<file path="src/ubf_uart_map.svh">
// Register offsets, field positions, reset values and timing counts of the serial port
`ifndef UBF_UART_MAP_SVH
`define UBF_UART_MAP_SVH

`define UBF_OFF_BUF 3'h0
`define UBF_OFF_IER 3'h1
`define UBF_OFF_IIR 3'h2
`define UBF_OFF_LCR 3'h3
`define UBF_OFF_MCR 3'h4
`define UBF_OFF_LSR 3'h5
`define UBF_OFF_MSR 3'h6
`define UBF_OFF_SCR 3'h7

`define UBF_LCR_PEN 3
`define UBF_LCR_EPS 4
`define UBF_LCR_STICK 5
`define UBF_LCR_BREAK 6
`define UBF_LCR_DIVISOR_LATCH_ACCESS 7

`define UBF_IER_RXDATA 0
`define UBF_IER_TX_HOLDING_EMPTY 1
`define UBF_IER_LINE 2
`define UBF_IER_PROG_TX_THRESHOLD_IRQ_EN 7

`define UBF_FCR_FIFO_ENABLE_BIT 0
`define UBF_FCR_RXRST 1
`define UBF_FCR_TXRST 2

`define UBF_IID_NONE 4'h1
`define UBF_IID_TX_HOLDING_EMPTY 4'h2
`define UBF_IID_RXDATA 4'h4
`define UBF_IID_LINE 4'h6
`define UBF_IID_TIMEOUT 4'hC

`define UBF_RESET_BYTE 8'h00
`define UBF_RESET_DIV 8'h00
`define UBF_FIFO_DEPTH 5'h10
`define UBF_OVERSAMPLE 5'h10
`define UBF_MID_SAMPLE 6'h07
`define UBF_BIT_LAST 6'h0F
`define UBF_STOP_ONE 6'h10
`define UBF_STOP_HALF 6'h18
`define UBF_STOP_TWO 6'h20
`define UBF_TIMEOUT_TICKS 10'h280

`endif

</file>
<file path="src/ubf_pkg.sv">
// Types shared by the serial port files
package ubf_pkg;
   typedef logic [7:0] ubf_byte_t;
   typedef logic [2:0] ubf_addr_t;
   typedef enum logic [2:0] {
      UBF_IDLE = 3'b000,
      UBF_START = 3'b001,
      UBF_DATA = 3'b011,
      UBF_PARITY = 3'b010,
      UBF_STOP = 3'b110
   } ubf_state_t;
endpackage

</file>
<file path="src/ubf_fifo_mem.sv">
// Small FIFO storage with registered, write-first read port
`timescale 1ns/1ps
module ubf_fifo_mem #(
   parameter int WIDTH = 8,
   parameter int DEPTH = 16
) (
   input wire logic clk_sys,
   input wire logic wrEn,
   input wire logic [$clog2(DEPTH)-1:0] wrAddr,
   input wire logic [WIDTH-1:0] wrData,
   input wire logic [$clog2(DEPTH)-1:0] rdAddr,
   output logic [WIDTH-1:0] rdData
);
   logic [WIDTH-1:0] mem [DEPTH];

   always_ff @(posedge clk_sys) begin
      if (wrEn) begin
         mem[wrAddr] <= wrData;
      end
   end

   // Bypass so a word written into the head slot is seen at once
   always_ff @(posedge clk_sys) begin
      if (wrEn && wrAddr == rdAddr) begin
         rdData <= wrData;
      end else begin
         rdData <= mem[rdAddr];
      end
   end
endmodule

</file>
<file path="src/ubf_uart.sv">
// 16550-style serial port: registers, baud generator, FIFOs, framing and interrupt
`timescale 1ns/1ps
`include "ubf_uart_map.svh"
// How it works
// - Line control sets bits, parity, stop length
// - Bit rate is clock over sixteen times divisor
// - Divisor bytes live at buffer and enable
// - Latch-access bit switches those locations to divisor
// - Zero divisor stops all serial activity except the break bit, which still forces the transmit pin low
// - Divisor resets to zero
// - FIFOs off at reset; sixteen deep when on
// - No request-to-send or clear-to-send pins
// - Four prioritized interrupt sources; timeout shares the data enable bit
// - Character timeout only in FIFO mode
// - Threshold mode: interrupt at or below level
// - Identification read, FIFO control write, same location
// - Trigger code 10 gives quarter-full threshold
// - Enable bit seven selects threshold mode when FIFOs are on
// - Behaves as a 16550 register model
module ubf_uart (
   input wire logic clk_sys,
   input wire logic reset,
   input wire ubf_pkg::ubf_addr_t regAddr,
   input wire logic regWrite,
   input wire logic regRead,
   input wire ubf_pkg::ubf_byte_t regWrData,
   output ubf_pkg::ubf_byte_t regRdData,
   input wire logic serialRxPin,
   output logic serialTxPin,
   output logic irqOut
);
   import ubf_pkg::*;

   // Receive trigger levels 1, 4, 8, 14
   function automatic logic [4:0] rxTrigLevel(input logic [1:0] code);
      case (code)
         2'h0: rxTrigLevel = 5'h01;
         2'h1: rxTrigLevel = 5'h04;
         2'h2: rxTrigLevel = 5'h08;
         default: rxTrigLevel = 5'h0E;
      endcase
   endfunction

   // Transmit thresholds: empty, two, quarter, half
   function automatic logic [4:0] txThreshold(input logic [1:0] code);
      case (code)
         2'h0: txThreshold = 5'h00;
         2'h1: txThreshold = 5'h02;
         2'h2: txThreshold = 5'h04;
         default: txThreshold = 5'h08;
      endcase
   endfunction

   // Line parity of the first n data bits, n = 5..8
   function automatic logic parityOf(input ubf_byte_t data, input logic [1:0] wls);
      ubf_byte_t mask;
      mask = 8'hFF >> (2'h3 - wls);
      parityOf = ^(data & mask);
   endfunction

   ubf_byte_t lcrReg, ierReg, mcrReg, scrReg, dllReg, dlmReg;
   logic fifoEnReg;
   logic [1:0] rxTrigReg, tetReg;
   logic [15:0] baudCntReg;
   logic tickReg;

   wire divisor_latch_access = lcrReg[`UBF_LCR_DIVISOR_LATCH_ACCESS];
   wire [15:0] divisor = {dlmReg, dllReg};
   wire baudRun = divisor != 16'h0000;
   wire [1:0] wls = lcrReg[1:0];
   wire [2:0] lastBit = {1'b1, wls};
   wire selBuf = regAddr == `UBF_OFF_BUF;
   wire selIer = regAddr == `UBF_OFF_IER;
   wire selIir = regAddr == `UBF_OFF_IIR;
   wire selLsr = regAddr == `UBF_OFF_LSR;
   wire wrThr = regWrite & selBuf & ~divisor_latch_access;
   wire wrDll = regWrite & selBuf & divisor_latch_access;
   wire wrDlm = regWrite & selIer & divisor_latch_access;
   wire wrIer = regWrite & selIer & ~divisor_latch_access;
   wire wrFcr = regWrite & selIir;
   wire rdRbr = regRead & selBuf & ~divisor_latch_access;
   wire rdLsr = regRead & selLsr;
   // Toggling FIFO mode flushes both queues, as in the classic part
   wire fifoModeChange = wrFcr & (regWrData[`UBF_FCR_FIFO_ENABLE_BIT] != fifoEnReg);
   wire rxFlush = wrFcr & (regWrData[`UBF_FCR_RXRST] | fifoModeChange);
   wire txFlush = wrFcr & (regWrData[`UBF_FCR_TXRST] | fifoModeChange);
   wire [4:0] depth = fifoEnReg ? `UBF_FIFO_DEPTH : 5'h01;

   always_ff @(posedge clk_sys or posedge reset) begin
      if (reset) begin
         lcrReg <= `UBF_RESET_BYTE;
         ierReg <= `UBF_RESET_BYTE;
         mcrReg <= `UBF_RESET_BYTE;
         scrReg <= `UBF_RESET_BYTE;
         dllReg <= `UBF_RESET_DIV;
         dlmReg <= `UBF_RESET_DIV;
         fifoEnReg <= 1'b0;
         rxTrigReg <= 2'h0;
         tetReg <= 2'h0;
      end else begin
         if (regWrite && regAddr == `UBF_OFF_LCR) lcrReg <= regWrData;
         if (regWrite && regAddr == `UBF_OFF_MCR) mcrReg <= regWrData;
         if (regWrite && regAddr == `UBF_OFF_SCR) scrReg <= regWrData;
         if (wrDll) dllReg <= regWrData;
         if (wrDlm) dlmReg <= regWrData;
         if (wrIer) ierReg <= regWrData & 8'h87;
         if (wrFcr) begin
            fifoEnReg <= regWrData[`UBF_FCR_FIFO_ENABLE_BIT];
            tetReg <= regWrData[5:4];
            rxTrigReg <= regWrData[7:6];
         end
      end
   end

   // Sixteen ticks per bit; a zero divisor holds the generator still
   always_ff @(posedge clk_sys or posedge reset) begin
      if (reset) begin
         baudCntReg <= 16'h0000;
         tickReg <= 1'b0;
      end else if (!baudRun) begin
         baudCntReg <= 16'h0000;
         tickReg <= 1'b0;
      end else if (baudCntReg >= divisor - 16'h0001) begin
         baudCntReg <= 16'h0000;
         tickReg <= 1'b1;
      end else begin
         baudCntReg <= baudCntReg + 16'h0001;
         tickReg <= 1'b0;
      end
   end

   // Transmit queue
   logic [3:0] txWrPtrReg, txRdPtrReg;
   logic [4:0] txCountReg;
   logic txPop;
   ubf_byte_t txHead;
   wire txPush = wrThr & (txCountReg < depth);
   wire [3:0] txRdAddr = txFlush ? 4'h0 : txRdPtrReg + {3'h0, txPop};
   always_ff @(posedge clk_sys or posedge reset) begin
      if (reset) begin
         txWrPtrReg <= 4'h0;
         txRdPtrReg <= 4'h0;
         txCountReg <= 5'h00;
      end else if (txFlush) begin
         txWrPtrReg <= 4'h0;
         txRdPtrReg <= 4'h0;
         txCountReg <= 5'h00;
      end else begin
         txWrPtrReg <= txWrPtrReg + {3'h0, txPush};
         txRdPtrReg <= txRdAddr;
         txCountReg <= txCountReg + {4'h0, txPush} - {4'h0, txPop};
      end
   end
   ubf_fifo_mem #(.WIDTH(8), .DEPTH(16)) txMem (
      .clk_sys(clk_sys),
      .wrEn(txPush),
      .wrAddr(txWrPtrReg),
      .wrData(regWrData),
      .rdAddr(txRdAddr),
      .rdData(txHead)
   );

   // Transmitter
   ubf_state_t txStateReg;
   logic [5:0] txTickReg;
   logic [2:0] txBitReg;
   ubf_byte_t txShiftReg;
   logic txLineReg;
   wire txParity = lcrReg[`UBF_LCR_STICK] ? ~lcrReg[`UBF_LCR_EPS] :
                   (parityOf(txShiftReg, wls) ^ ~lcrReg[`UBF_LCR_EPS]);
   wire [5:0] stopLen = !lcrReg[2] ? `UBF_STOP_ONE : (wls == 2'h0 ? `UBF_STOP_HALF : `UBF_STOP_TWO);
   wire txBitEnd = tickReg & (txTickReg == `UBF_BIT_LAST);
   assign txPop = (txStateReg == UBF_IDLE) & tickReg & (txCountReg != 5'h00) & ~txFlush;
   always_ff @(posedge clk_sys or posedge reset) begin
      if (reset) begin
         txStateReg <= UBF_IDLE;
         txTickReg <= 6'h00;
         txBitReg <= 3'h0;
         txShiftReg <= `UBF_RESET_BYTE;
         txLineReg <= 1'b1;
      end else begin
         if (tickReg) txTickReg <= txTickReg + 6'h01;
         case (txStateReg)
            UBF_IDLE: begin
               txLineReg <= 1'b1;
               if (txPop) begin
                  txShiftReg <= txHead;
                  txTickReg <= 6'h00;
                  txLineReg <= 1'b0;
                  txStateReg <= UBF_START;
               end
            end
            UBF_START: if (txBitEnd) begin
               txTickReg <= 6'h00;
               txBitReg <= 3'h0;
               txLineReg <= txShiftReg[0];
               txStateReg <= UBF_DATA;
            end
            UBF_DATA: if (txBitEnd) begin
               txTickReg <= 6'h00;
               txBitReg <= txBitReg + 3'h1;
               if (txBitReg == lastBit) begin
                  txLineReg <= lcrReg[`UBF_LCR_PEN] ? txParity : 1'b1;
                  txStateReg <= lcrReg[`UBF_LCR_PEN] ? UBF_PARITY : UBF_STOP;
               end else begin
                  txLineReg <= txShiftReg[txBitReg + 3'h1];
               end
            end
            UBF_PARITY: if (txBitEnd) begin
               txTickReg <= 6'h00;
               txLineReg <= 1'b1;
               txStateReg <= UBF_STOP;
            end
            UBF_STOP: if (tickReg && txTickReg == stopLen - 6'h01) begin
               txStateReg <= UBF_IDLE;
            end
            default: txStateReg <= UBF_IDLE;
         endcase
      end
   end

   // Receive queue
   logic [3:0] rxWrPtrReg, rxRdPtrReg;
   logic [4:0] rxCountReg;
   logic rxPushReq;
   ubf_byte_t rxData, rxHead;
   wire rxPush = rxPushReq & (rxCountReg < depth) & ~rxFlush;
   wire rxOverrun = rxPushReq & (rxCountReg >= depth);
   wire rxPop = rdRbr & (rxCountReg != 5'h00) & ~rxFlush;
   wire [3:0] rxRdAddr = rxFlush ? 4'h0 : rxRdPtrReg + {3'h0, rxPop};
   always_ff @(posedge clk_sys or posedge reset) begin
      if (reset) begin
         rxWrPtrReg <= 4'h0;
         rxRdPtrReg <= 4'h0;
         rxCountReg <= 5'h00;
      end else if (rxFlush) begin
         rxWrPtrReg <= 4'h0;
         rxRdPtrReg <= 4'h0;
         rxCountReg <= 5'h00;
      end else begin
         rxWrPtrReg <= rxWrPtrReg + {3'h0, rxPush};
         rxRdPtrReg <= rxRdAddr;
         rxCountReg <= rxCountReg + {4'h0, rxPush} - {4'h0, rxPop};
      end
   end
   ubf_fifo_mem #(.WIDTH(8), .DEPTH(16)) rxMem (
      .clk_sys(clk_sys),
      .wrEn(rxPush),
      .wrAddr(rxWrPtrReg),
      .wrData(rxData),
      .rdAddr(rxRdAddr),
      .rdData(rxHead)
   );

   // Receiver: confirm start at mid-bit, then sample every sixteen ticks
   ubf_state_t rxStateReg;
   logic [5:0] rxTickReg;
   logic [2:0] rxBitReg;
   ubf_byte_t rxShiftReg;
   logic rxParErrReg;
   wire rxSample = tickReg & (rxTickReg == `UBF_BIT_LAST);
   assign rxData = rxShiftReg >> (2'h3 - wls);
   wire rxExpPar = lcrReg[`UBF_LCR_STICK] ? ~lcrReg[`UBF_LCR_EPS] :
                   (parityOf(rxData, wls) ^ ~lcrReg[`UBF_LCR_EPS]);
   wire rxFrameErr = rxSample & (rxStateReg == UBF_STOP) & ~serialRxPin;
   assign rxPushReq = rxSample & (rxStateReg == UBF_STOP);
   always_ff @(posedge clk_sys or posedge reset) begin
      if (reset) begin
         rxStateReg <= UBF_IDLE;
         rxTickReg <= 6'h00;
         rxBitReg <= 3'h0;
         rxShiftReg <= `UBF_RESET_BYTE;
         rxParErrReg <= 1'b0;
      end else if (tickReg) begin
         rxTickReg <= rxTickReg + 6'h01;
         case (rxStateReg)
            UBF_IDLE: begin
               rxTickReg <= 6'h00;
               rxParErrReg <= 1'b0;
               if (!serialRxPin) rxStateReg <= UBF_START;
            end
            UBF_START: if (rxTickReg == `UBF_MID_SAMPLE) begin
               rxTickReg <= 6'h00;
               rxBitReg <= 3'h0;
               rxStateReg <= serialRxPin ? UBF_IDLE : UBF_DATA;
            end
            UBF_DATA: if (rxSample) begin
               rxTickReg <= 6'h00;
               rxShiftReg <= {serialRxPin, rxShiftReg[7:1]};
               rxBitReg <= rxBitReg + 3'h1;
               if (rxBitReg == lastBit) begin
                  rxStateReg <= lcrReg[`UBF_LCR_PEN] ? UBF_PARITY : UBF_STOP;
               end
            end
            UBF_PARITY: if (rxSample) begin
               rxTickReg <= 6'h00;
               rxParErrReg <= serialRxPin != rxExpPar;
               rxStateReg <= UBF_STOP;
            end
            UBF_STOP: if (rxSample) begin
               rxStateReg <= UBF_IDLE;
            end
            default: rxStateReg <= UBF_IDLE;
         endcase
      end
   end

   // Sticky line errors; a new error in the reading cycle survives
   logic oeReg, peReg, feReg, biReg;
   wire breakSeen = rxFrameErr & (rxData == 8'h00) & ~serialRxPin;
   always_ff @(posedge clk_sys or posedge reset) begin
      if (reset) begin
         oeReg <= 1'b0;
         peReg <= 1'b0;
         feReg <= 1'b0;
         biReg <= 1'b0;
      end else begin
         oeReg <= rxOverrun | (oeReg & ~rdLsr);
         peReg <= (rxPushReq & rxParErrReg) | (peReg & ~rdLsr);
         feReg <= rxFrameErr | (feReg & ~rdLsr);
         biReg <= breakSeen | (biReg & ~rdLsr);
      end
   end

   // Character timeout: about four frames of silence with data waiting
   logic [9:0] toCntReg;
   always_ff @(posedge clk_sys or posedge reset) begin
      if (reset) begin
         toCntReg <= 10'h000;
      end else if (rxPush || rxPop || rxCountReg == 5'h00 || !fifoEnReg) begin
         toCntReg <= 10'h000;
      end else if (tickReg && toCntReg != `UBF_TIMEOUT_TICKS) begin
         toCntReg <= toCntReg + 10'h001;
      end
   end

   // Interrupt priority: line error, data, timeout, transmit
   wire lineErr = oeReg | peReg | feReg | biReg;
   wire ptimeMode = ierReg[`UBF_IER_PROG_TX_THRESHOLD_IRQ_EN] & fifoEnReg;
   wire threCond = ptimeMode ? (txCountReg <= txThreshold(tetReg)) : (txCountReg == 5'h00);
   wire srcLine = ierReg[`UBF_IER_LINE] & lineErr;
   wire srcData = ierReg[`UBF_IER_RXDATA] & (fifoEnReg ? rxCountReg >= rxTrigLevel(rxTrigReg) : rxCountReg != 5'h00);
   wire srcTimeout = ierReg[`UBF_IER_RXDATA] & fifoEnReg & (toCntReg == `UBF_TIMEOUT_TICKS);
   wire srcThre = ierReg[`UBF_IER_TX_HOLDING_EMPTY] & threCond;
   wire [3:0] iid = srcLine ? `UBF_IID_LINE : srcData ? `UBF_IID_RXDATA :
                    srcTimeout ? `UBF_IID_TIMEOUT : srcThre ? `UBF_IID_TX_HOLDING_EMPTY : `UBF_IID_NONE;
   wire txEmpty = (txStateReg == UBF_IDLE) & (txCountReg == 5'h00);
   wire [7:0] lsrVal = {lineErr, txEmpty, txCountReg == 5'h00, biReg, feReg, peReg, oeReg, rxCountReg != 5'h00};

   // Register read selection, as the classic map with DIVISOR_LATCH_ACCESS overlay
   wire [7:0] rdMux = selBuf ? (divisor_latch_access ? dllReg : rxHead) :
                      selIer ? (divisor_latch_access ? dlmReg : ierReg) :
                      selIir ? {fifoEnReg, fifoEnReg, 2'h0, iid} :
                      (regAddr == `UBF_OFF_LCR) ? lcrReg :
                      (regAddr == `UBF_OFF_MCR) ? mcrReg :
                      selLsr ? lsrVal :
                      (regAddr == `UBF_OFF_SCR) ? scrReg : 8'h00;

   // No flow-control pins exist; modem status reads as zero
   always_ff @(posedge clk_sys or posedge reset) begin
      if (reset) begin
         regRdData <= `UBF_RESET_BYTE;
         serialTxPin <= 1'b1;
         irqOut <= 1'b0;
      end else begin
         if (regRead) regRdData <= rdMux;
         serialTxPin <= txLineReg & ~lcrReg[`UBF_LCR_BREAK];
         irqOut <= iid != `UBF_IID_NONE;
      end
   end
endmodule

</file>
<file path="config.mk">
export PLATFORM = sky130hd
export DESIGN_NAME = ubf_uart
export DESIGN_NICKNAME = d
export VERILOG_FILES = /design/src/ubf_pkg.sv /design/src/ubf_fifo_mem.sv /design/src/ubf_uart.sv
export VERILOG_INCLUDE_DIRS = /design/src
export SDC_FILE = /design/constraint.sdc
export NUM_CORES = 1
export LEC_CHECK = 0
export BUFFER_PORTS_ARGS = -buffer_cell sky130_fd_sc_hd__buf_2
export CORE_MARGIN = 10
export CORE_UTILIZATION = 41
export CTS_CLUSTER_DIAMETER = 30
export CTS_CLUSTER_SIZE = 8
export DETAILED_ROUTE_END_ITERATION = 6
export PLACE_DENSITY = 0.62
export SLEW_MARGIN = 10
export SYNTH_ARGS = -nofsm -noshare
export SYNTH_HDL_FRONTEND = slang
export SYNTH_HIERARCHICAL = 1
export SYNTH_SLANG_ARGS = --single-unit
</file>
<file path="constraint.sdc">
create_clock -name clk_sys -period 7.7 [get_ports clk_sys]
set_clock_uncertainty 0.15 [all_clocks]
set_input_delay 1.54 -clock clk_sys [delete_from_list [all_inputs] [get_ports clk_sys]]
set_output_delay 1.54 -clock clk_sys [all_outputs]
set_load 0.05 [all_outputs]
</file>
Word level (Yosys, flattened, before mapping)
Memory sizes are Yosys's and may differ from the RTL's. A register that Yosys moved wholly into a read port is not among the register bits.
Cells that the tools add are included.
{ "op_classes": {"addsub": 17, "magnitude_cmp": 7, "n_eq_ne": 41, "shift": 2, "muxes": 80, "bitwise": 61, "reduce_logical": 38} }
{ "op_table": {"columns": ["cell", "count"], "rows": [
  ["$mux 8", 9],
  ["$mux 3", 17],
  ["$mux 6", 7],
  ["$and 1x1->1", 41],
  ["$mux 4", 9],
  ["$mux 16", 2],
  ["$pmux 3 s5", 2],
  ["$ne 2x2->1 const B", 12],
  ["$pmux 4 s3", 2],
  ["$mux 10", 2],
  ["$eq 3x2->1 const B", 6],
  ["$mux 1", 18],
  ["$pmux 6 s3", 1],
  ["$add 16x1->16 const B", 1],
  ["$add 4x1->4", 4],
  ["$and 8x8->8", 2],
  ["$ge 16x16->1", 1],
  ["$reduce_bool 16->1", 1],
  ["$reduce_xor 8->1", 2],
  ["$sub 16x1->16 const B", 1],
  ["$eq 3x3->1 const B", 5],
  ["$mux 5", 3],
  ["$add 6x1->6 const B", 2],
  ["$eq 6x4->1 const B", 2],
  ["48 further kinds", 94]
]} }
{ "totals": {"ff_bits": 158, "mem_bits_rw": 256, "inputBits": 16, "out_inout_bits": 10, "wordCells": 283, "n_memories": 2} }
{ "mem_list": {"columns": ["name", "words", "width", "rd", "rd_ports_with_merged_regs", "write_ports", "line", "source"], "rows": [
  ["rxMem.mem", 16, 8, 1, 1, 1, "ubf_fifo_mem.sv:14", "logic [WIDTH-1:0] mem [DEPTH];"],
  ["txMem.mem", 16, 8, 1, 1, 1, "ubf_fifo_mem.sv:14", null]
]} }

Logic depth before layout (Yosys ltp)
Gate-level depths: netlist (run 1).
{ "depth": {"word_depth": 12, "mapped_depth": 15, "mapped_depth_nobuf": 15} }

Modules after synthesis
Netlist (run 1), hierarchy kept.
{ "by_module_without_submodules": {"columns": ["mod", "instances", "cells_each", "area_per_inst_um2", "seq_area_each_um2"], "rows": [
  ["ubf_fifo_mem", 2, 225, 5067.4, 3923.8],
  ["ubf_uart", 1, 920, 9375.2, 3956.3]
]} }

Worst setup path after synthesis (run 1)
No wires, ideal clock.
{ "synth_timing": {"kind": "input-to-reg", "start": "input port regAddr[0]", "end": "register rxCountReg[4]", "setup_ns": 0.078, "t_arrival_ns": 4.059, "required_time_ns": 7.472, "slack_ns": 3.414, "stages": 13, "path_buffers": 1, "cell_sequence": "clkbuf_1 and4bb_2 o21ai_0 and3_1 inv_1 ha_1 inv_1 ha_1 fa_1 a21oi_1 nor2_1 or3_1 a21oi_1"} }
{ "synth_between": {"elab_chain_cells": 10, "word_cells_on_any_way": 15, "cone_classes": "2 x add/sub; 1 x eq/ne; 1 x mux; 10 x bitwise; 1 x reduce/logical"} }
{ "synth_rtl": {"columns": ["item", "line", "source"], "rows": [
  ["from (decl)", "ubf_uart.sv:23", "input wire ubf_pkg::ubf_addr_t regAddr,"],
  ["$eq 3x2->1 (no source line) *", null, null],
  ["$and 1x1->1 *", "ubf_uart.sv:80", "wire wrFcr = regWrite & selIir;"],
  ["$and 1x1->1", "ubf_uart.sv:84", "wire fifoModeChange = wrFcr & (regWrData[`UBF_FCR_FIFO_ENABLE_BIT] != fifoEnReg);"],
  ["$or 1x1->1", "ubf_uart.sv:85", "wire rxFlush = wrFcr & (regWrData[`UBF_FCR_RXRST] | fifoModeChange);"],
  ["$and 1x1->1 *", "ubf_uart.sv:85", null],
  ["$not 1->1 *", "ubf_uart.sv:227", "wire rxPush = rxPushReq & (rxCountReg < depth) & ~rxFlush;"],
  ["$and 1x1->1 *", "ubf_uart.sv:227", null],
  ["via rxPush", "ubf_uart.sv:227", null],
  ["$add 5x1->5 *", "ubf_uart.sv:243", "rxCountReg <= rxCountReg + {4'h0, rxPush} - {4'h0, rxPop};"],
  ["$sub 5x1->5 *", "ubf_uart.sv:243", null],
  ["$mux 5 *", "ubf_uart.sv:236", "end else if (rxFlush) begin"],
  ["to (signal assigned)", "ubf_uart.sv:243", null],
  ["to (decl)", "ubf_uart.sv:224", "logic [4:0] rxCountReg;"]
]} }
Mark *: on every way through the listed nets, which the timed path passes. The rest lies on a longest branch.
A chain may end at the register's enable or synchronous reset.

Worst setup path after layout (run 1)
{ "layout_timing": {"start": "input port regWrData[0]", "end": "register txCountReg[4]"} }
{ "layout_between": {"elab_chain_cells": 8} }
{ "layout_rtl": {"columns": ["item", "line", "source"], "rows": [
  ["from (decl)", "ubf_uart.sv:26", "input wire ubf_pkg::ubf_byte_t regWrData,"],
  ["$ne 1x1->1 *", "ubf_uart.sv:84", null],
  ["$and 1x1->1 *", "ubf_uart.sv:84", null],
  ["$or 1x1->1 *", "ubf_uart.sv:86", "wire txFlush = wrFcr & (regWrData[`UBF_FCR_TXRST] | fifoModeChange);"],
  ["$and 1x1->1 *", "ubf_uart.sv:86", null],
  ["$not 1->1", "ubf_uart.sv:173", "assign txPop = (txStateReg == UBF_IDLE) & tickReg & (txCountReg != 5'h00) & ~txFlush;"],
  ["$and 1x1->1", "ubf_uart.sv:173", null],
  ["$sub 5x1->5", "ubf_uart.sv:151", "txCountReg <= txCountReg + {4'h0, txPush} - {4'h0, txPop};"],
  ["$mux 5 *", "ubf_uart.sv:144", "end else if (txFlush) begin"],
  ["to (signal assigned)", "ubf_uart.sv:151", null],
  ["to (decl)", "ubf_uart.sv:134", "logic [4:0] txCountReg;"]
]} }
Mark *: on every way between the ends. The rest lies on a longest branch, timed or not.

==> results.py, run 1 <==
metrics = {
    "placed_design": {
        "place.detailed.hpwl_um": 28300,
        "portBuffers": 25,
        "placed_cells": 1962,
        "globalplace.congestion": 0.8740,
    },
    "worst_setup_path": {
        "worstSetupStartpointType": "input pin",
        "cp_max_fo": 24,
        "arrival_ns": 5.38,
        "worst_reg2reg_path_startpoint": "fifoEnReg$_DFFE_PP0P_",
        "path_class": "input pin to flop",
        "worstRegToRegCells": 12,
        "setup.worst_path.end_class": "flop",
        "rrSetupSlack_ns": 3.50,
        "cp-startpoint": "regWrData[0]",
        "cp_data_required_time_ns": 8.07,
        "regToRegEndpoint": "txCountReg[4]$_DFF_PP0_",
    },
    "synthesis": {
        "synth.avg_cell_area_um2": 14.24,
        "yosys_register_bits": 422,
        "ys_dominant_reg_cell": "edfxtp_1",
        "proportion_of_netlist_area_held_by_the_largest_area_contributor_pct": 39.40,
        "synth-warning-count": 6,
        "netlist_instances": 1370,
        "synth_mux_area_share_pct": 13.13,
        "ys_top_cells_by_area": "edfxtp_1, dfrtp_1, mux4_2, mux2_2, ha_1",
        "synth_nets": 1449,
        "synth_compound_area_share_pct": 6.772,
        "xor_xnor_portion_of_the_synthesized_cell_area_pct": 3.091,
        "synth_sequential_area_ratio_pct": 60.50,
        "synth-simple-area-share_pct": 9.754,
        "post_synth_instance_area_um2": 19510,
        "synth_top_family_by_area": "multiplexers",
        "netlist.top_cell.by_area": "edfxtp_1",
        "post_synth_fa_ha_maj_area_fraction_pct": 4.117,
        "count_of_flip_flops_with_a_built_in_enable_after_synthesis": 256,
        "asyncSetResetFlopFracSynth_pct": 37.44,
        "yosys.cell_types.count": 85,
    },
    "timing": {
        "timing.final.setup_violations": 0,
        "final.setup.tns_ns": 0,
        "hold-worst-slack_ns": 0.2843,
        "worst_pin_slew_ns": 1.176,
        "finalMaxSlewViolations": 0,
        "final.min_clock_period_ns": 5.011,
        "max_slew_margin_pct": 20.98,
        "final_min_period_over_clock_period_pct": 65.08,
        "fmax_mhz": 199.5,
        "grt_setup_unrepaired": "false",
        "finalHoldViolCount": 0,
    },
    "route": {
        "route.final.wire_length_um": 44040,
        "route.antenna.remaining_nets": 0,
        "detail_route.vias_per_cell": 5.576,
        "post_drt_wl_per_cell_um": 20.82,
        "routed-via-count": 11790,
        "remaining_drc_errors": 0,
        "drt_pre_antenna_iters": 5,
        "dr.first_iter.drc_count": 817,
    },
    "worst_hold_path": {
        "min_delay_worst_endpoint": "serialTxPin$_DFF_PP1_",
        "min_from": "lcrReg[6]$_DFFE_PP0P_",
        "timing.hold.worst_path_depth": 1,
        "hold_class": "flop to flop",
    },
    "outcome": {
        "run_status": "complete, no violations",
    },
    "layout": {
        "final_net_count": 1520,
        "synthToLayoutAreaGrowth_pct": 17.87,
        "layout.filler_cells": 3936,
        "final-instance-count-excl-fill": 2115,
        "final_layout_size_suffix_gt1_share_pct": 20.64,
        "final_util_pct": 49.19,
    },
    "pwr": {
        "power_density_nw_per_um2": 346.8,
        "worst_ir_drop_vdd_v": 0.0001593,
        "power.total_mw": 7.974,
        "static-leakage-power_nw": 8.765,
    },
    "global_route": {
        "grt_max_degree": 110,
        "global_route_wire_length_before_repair_um": 69290,
        "antenna_violations_before_repair": 1,
        "gr-total-overflow": 0,
        "grt_pass1_vias": 12090,
        "globalRouteTotalUtil_pct": 15.69,
    },
    "cts": {
        "clkSinkCount": 422,
        "cts-htree-levels": 3,
        "clock_insertion_delay_worst_skew_ns": 0.60,
        "tritoncts": "yes",
        "cts_resized": 0,
        "tritoncts.num_buffers": 84,
        "clockRootBuffer": "clkbuf_16",
        "cts_hold_buffers": 0,
        "cts.reportedPaths.clkPinSlew_ns": 0.05,
        "max-clock-path-buffers": 3,
        "post_cts_buffers": 0,
    },
    "job": {
        "timing.max_cap.violations": 0,
    },
    "floorplan": {
        "initial_utilization_pct": 41.73,
        "floorplan.io_pins": 26,
        "die_height_um": 238.1,
        "core_um2": 46750,
        "die-area_um2": 56710,
        "std_cell_rows": 79,
        "dieWidth_um": 238.1,
    },
}
-- layout make-up --
cell class                 instances  area (um2)  share of cell area (%)
sequential                       422       11810                   51.35
multi-input combinational        846        7192                   31.27
clock buffer                     106        2287                   9.946
tap                              607       759.5                   3.303
clock inverter                    46       535.5                   2.329
timing repair buffer              38       222.7                  0.9685
inverter                          49       188.9                  0.8216
antenna                            1       2.502                 0.01088
-- metrics by stage --
stage	worst slack, ns	instance area [um2]
2_1_floorplan	1.750	19510
3_3_place_gp	2.366	20170
3_5_place_dp	2.149	20170
4_1_cts	2.770	22990
5_1_grt	2.415	22990
6_report	2.689	23000
-- critical path, stage by stage --
cell	delay [ns]
buf_2	0.38
xor2_1	0.22
o21ai_0	0.57
nand3_1	0.24
nor2_1	0.81
ha_1	0.24
inv_1	0.04
ha_1	0.20
fa_1	0.42
a21oi_1	0.18
nor2_1	0.06
or3_1	0.33
a21oi_1	0.15
-- metal layers --
layer,global-route usage [%],wire length (um),up-vias
met2,24.07,20360,277
met5,0,7,-
met1,21.24,20190,6049
met3,3.861,2567,69
li1,-,-,5396
met4,5.864,910,2
-- report_power, final --
group | total, mW | internal [mW] | switching (mW) | leakage [nW]
combinational | 1.49 | 0.675 | 0.811 | 2.99
clock | 3.57 | 2.42 | 1.15 | 1.37
sequential | 2.92 | 2.65 | 0.263 | 4.40
total | 7.97 | 5.75 | 2.22 | 8.77
-- cells in the final DEF, fill, tap and decap left out, types with 13 or more instances in the layout --
master | netlist | final
xnor2_1 | 38 | 38
nor3_1 | 32 | 32
o21ai_0 | 53 | 53
clkbuf_16 | 0 | 86
inv_1 | 49 | 48
dfrtp_1 | 156 | 156
a21o_1 | 13 | 13
mux4_2 | 39 | 39
nand2_1 | 78 | 78
mux4_1 | 28 | 28
xor2_1 | 29 | 29
and2_1 | 15 | 15
nor2_1 | 96 | 96
nand3_1 | 38 | 38
a22oi_1 | 37 | 37
ha_1 | 61 | 61
clkbuf_1 | 15 | 14
mux2_2 | 69 | 69
or3_1 | 13 | 13
a21oi_1 | 39 | 39
edfxtp_1 | 256 | 256
mux2i_1 | 17 | 17
buf_4 | 6 | 13
nand4_1 | 17 | 17
clkinv_2 | 0 | 14
buf_2 | 14 | 25
-- cells by family after synthesis --
kind of cell             Yosys count
AO/OA/AOI/OAI                    195
XOR/XNOR                          68
adder cells (fa/ha/maj)           63
buffers and inverters            102
flip-flops                       422
multiplexers                     153
AND/OR/NAND/NOR                  367
-- cells in the mapped netlist, drive strengths merged, types with 12 or more instances --
master and count:
nor3 34, mux4 67, a21o 13, clkbuf 16, buf 31, and2 15
nor2 96, a22oi 37, xor2 29, nand4 17, ha 61, edfxtp 256
o21ai 53, inv 49, mux2 69, nand2 78, nand3 38, or3 13
mux2i 17, dfrtp 156, xnor2 39, nor2b 12, a21oi 40
-- registers in the layout, summed over array words and instances, names as in the netlist, 4 cells and up, named ones only --
name,flops
rxCountReg,5
scrReg,8
mcrReg,8
rxTickReg,6
txWrPtrReg,4
txShiftReg,8
txTickReg,6
rxRdPtrReg,4
rxWrPtrReg,4
ierReg,4
rxShiftReg,8
rxMem/mem,128
dlmReg,8
regRdData,8
txMem/mem,128
baudCntReg,16
dllReg,8
txRdPtrReg,4
lcrReg,8
toCntReg,10
txCountReg,5
-- worst max path at each step --
stage / to / slack [ns] / cells after the start
CTS: txCountReg[4]$_DFF_PP0_ / 2.77 / 13
detailed placement: txCountReg[4]$_DFF_PP0_ / 2.15 / 13
global route: txCountReg[4]$_DFF_PP0_ / 2.42 / 13
finish: txCountReg[4]$_DFF_PP0_ / 2.69 / 13
global placement: txCountReg[4]$_DFF_PP0_ / 2.37 / 13
floorplan: baudCntReg[0]$_DFF_PP0_ / 1.75 / 1
Note: power is estimated with default switching activity, not from simulation.
==> inputs of run 2 (changes only) <==
clock period = 5 ns   (was 7.7 ns; I/O delays follow)
==> run 2 against run 1 <==
  * Power up 54%
  * Worst setup slack worse by 1.5 ns
  * Clock power increased by 55%
  * Final cell count is 0.57% higher
  * First-iteration DRC count is 29% higher
  * Register-to-register slack lost 2.3 ns
  * Critical path depth is 1 higher
  * Global-route usage up 0.27 points
  * Die area is the same
  * Sequential cell count stayed put
  * Design area is 0.47% higher
  * Worst hold slack got worse by 0.013 ns
  * Critical path type is now flop to flop
==> results.py, run 2 (synthesized netlist as in run 1, its figures left out) <==
metrics = {
    "placed_design": {
        "globalplace.congestion": 0.8476,
        "placed_cells": 1970,
        "place.detailed.hpwl_um": 28640,
        "portBuffers": 25,
    },
    "layout": {
        "layout.filler_cells": 3921,
        "final_util_pct": 49.42,
        "flip_flop_and_latch_area_um2": 11810,
        "mostFrequentLayoutCells": "edfxtp_1, dfrtp_1, nor2_1",
        "final_net_count": 1531,
        "antenna_diode_count": 0,
        "reg.largest.list": "rxMem/mem: 128 flops, txMem/mem: 128 flops, baudCntReg: 16 flops",
        "commonest_non_fill_non_tap_cell_in_the_layout": "edfxtp_1",
        "final-instance-count-excl-fill": 2127,
        "final_layout_size_suffix_gt1_share_pct": 21.32,
        "synthToLayoutAreaGrowth_pct": 18.43,
        "multi_input_area_um2": 7192,
    },
    "cts": {
        "clock_insertion_delay_worst_skew_ns": 0.62,
        "clkSinkCount": 422,
        "cts.reportedPaths.clkPinSlew_ns": 0.05,
        "clockRootBuffer": "clkbuf_16",
        "cts-htree-levels": 3,
        "cts_hold_buffers": 0,
        "post_cts_buffers": 0,
        "cts_resized": 0,
        "tritoncts.num_buffers": 87,
        "max-clock-path-buffers": 3,
        "tritoncts": "yes",
    },
    "worst_setup_path": {
        "worstSetupStartpointType": "flop",
        "setup.worst_path.end_class": "flop",
        "critical_path_s_top_delay_family": "simple AND/OR/NAND/NOR gates",
        "cp_data_required_time_ns": 5.38,
        "arrival_ns": 4.18,
        "cp_slowest_cell": "nor3_1",
        "cpPeakStageDelay_ns": 0.45,
        "path_class": "flop to flop",
        "cp_max_fo": 6,
        "crit_path_cell_trace": "ha_1 -> and4_4 -> nand3_1 -> nor3_1 -> and3_1 -> inv_1 -> ha_1 -> inv_1 -> ha_1 -> fa_1 -> a21oi_1 -> nor2_1 -> or3_1 -> a21oi_1",
        "critical_path_buf_inv_count": 2,
        "timing.critical_path.mode_cell": "ha_1",
    },
    "global_route": {
        "global_route_wire_length_before_repair_um": 70460,
        "antenna_violations_before_repair": 0,
        "globalRouteTotalUtil_pct": 15.97,
        "grt_pass1_vias": 12010,
        "gr-total-overflow": 0,
        "grt_max_degree": 123,
    },
    "timing": {
        "final_min_period_over_clock_period_pct": 76.00,
        "finalHoldViolCount": 0,
        "final.setup.tns_ns": 0,
        "worst_pin_slew_ns": 1.146,
        "final.min_clock_period_ns": 3.800,
        "grt_setup_unrepaired": "false",
        "finalMaxSlewViolations": 0,
        "fmax_mhz": 263.1,
        "timing.final.setup_violations": 0,
        "max_slew_margin_pct": 23.29,
    },
    "floorplan": {
        "std_cell_rows": 79,
        "core_um2": 46750,
        "floorplan.io_pins": 26,
        "initial_utilization_pct": 41.73,
        "dieWidth_um": 238.1,
        "die_height_um": 238.1,
        "die-area_um2": 56710,
    },
    "pwr": {
        "swShare_pct": 28.47,
        "power_density_nw_per_um2": 533.2,
        "clock_power_share_pct": 44.9,
        "worst_ir_drop_vdd_v": 0.0002489,
        "switching_power_mw": 3.508,
        "static-leakage-power_nw": 8.802,
        "cell_internal_pwr_mw": 8.811,
        "p_seq_share_pct": 37.3,
        "power_frac_comb_pct": 17.8,
    },
    "route": {
        "route.antenna.remaining_nets": 0,
        "top_signal_layer_used": "met4",
        "post_drt_wl_per_cell_um": 21.04,
        "routed-via-count": 11940,
        "met2RoutedLength_um": 20450,
        "route.final.wire_length_um": 44760,
        "dr.first_iter.drc_count": 1057,
        "m1WireLength_um": 20390,
        "wl_met3_um": 2843,
        "remaining_drc_errors": 0,
        "drt_pre_antenna_iters": 6,
        "detail_route.vias_per_cell": 5.613,
    },
    "job": {
        "timing.max_cap.violations": 0,
    },
    "worst_hold_path": {
        "hold_class": "flop to flop",
    },
    "outcome": {
        "run_status": "complete, no violations",
    },
}
==> run 2: changes by cell type in the layout (fill, tap and decap cells not counted), sizes merged <==
cell,previous run,this run
diode,1,0
inv,54,51
clkbuf,106,111
clkinvlp,6,12
bufinv,10,7
buf,38,46
==> run 2: power groups by stage <==
stage / Clock [mW] / Combinational [mW] / Sequential [mW]
final: 5.53 / 2.19 / 4.60
after CTS: 5.64 / 2.20 / 4.60
after global routing: 5.81 / 2.44 / 4.66
after global placement: 0 / 2.12 / 4.64
after floorplan: 0 / 1.77 / 4.43
after detailed placement: 0 / 2.17 / 4.66
==> run 2: worst paths after layout <==
check                                         startpoint                        to  slack, ns  cells past startpoint
max in group asynchronous                          reset  baudCntReg[15]$_DFF_PP0_       3.17                      3
worst max register to register  rxTickReg[0]$_DFFE_PP0P_   rxCountReg[4]$_DFF_PP0_       1.20                     14
worst max-delay path            rxTickReg[0]$_DFFE_PP0P_   rxCountReg[4]$_DFF_PP0_       1.20                     14
min in group asynchronous                          reset    txTickReg[1]$_DFF_PP0_       0.41                      2
worst min-delay path               lcrReg[6]$_DFFE_PP0P_     serialTxPin$_DFF_PP1_       0.27                      1
worst min register to register     lcrReg[6]$_DFFE_PP0P_     serialTxPin$_DFF_PP1_       0.27                      1
==> run 2: layout make-up <==
class                      count  share of cell area [%]
clock buffer                 111                   10.21
clock inverter                46                   2.177
multi-input combinational    846                   31.13
timing repair buffer          46                   1.278
sequential                   422                   51.11
inverter                      49                  0.8123
tap                          607                   3.287
==> run 2: through the flow <==
step	worst slack [ns]	total power [mW]	instance area [um2]	hold WS, ns
floorplan	1.254	6.204	19510	0.2348
global placement	0.8952	6.763	20240	0.2638
detailed placement	0.8288	6.827	20240	0.2668
CTS	1.203	12.44	23100	0.2732
global route	0.8914	12.91	23100	0.2932
finish	1.200	12.32	23100	0.2717
==> run 2: routing by layer <==
metal	vias to the layer above	GRT usage [%]
li1	5415	-
met1	6103	22.12
met2	343	24.00
met3	78	3.631
met4	0	6.252
met5	-	0
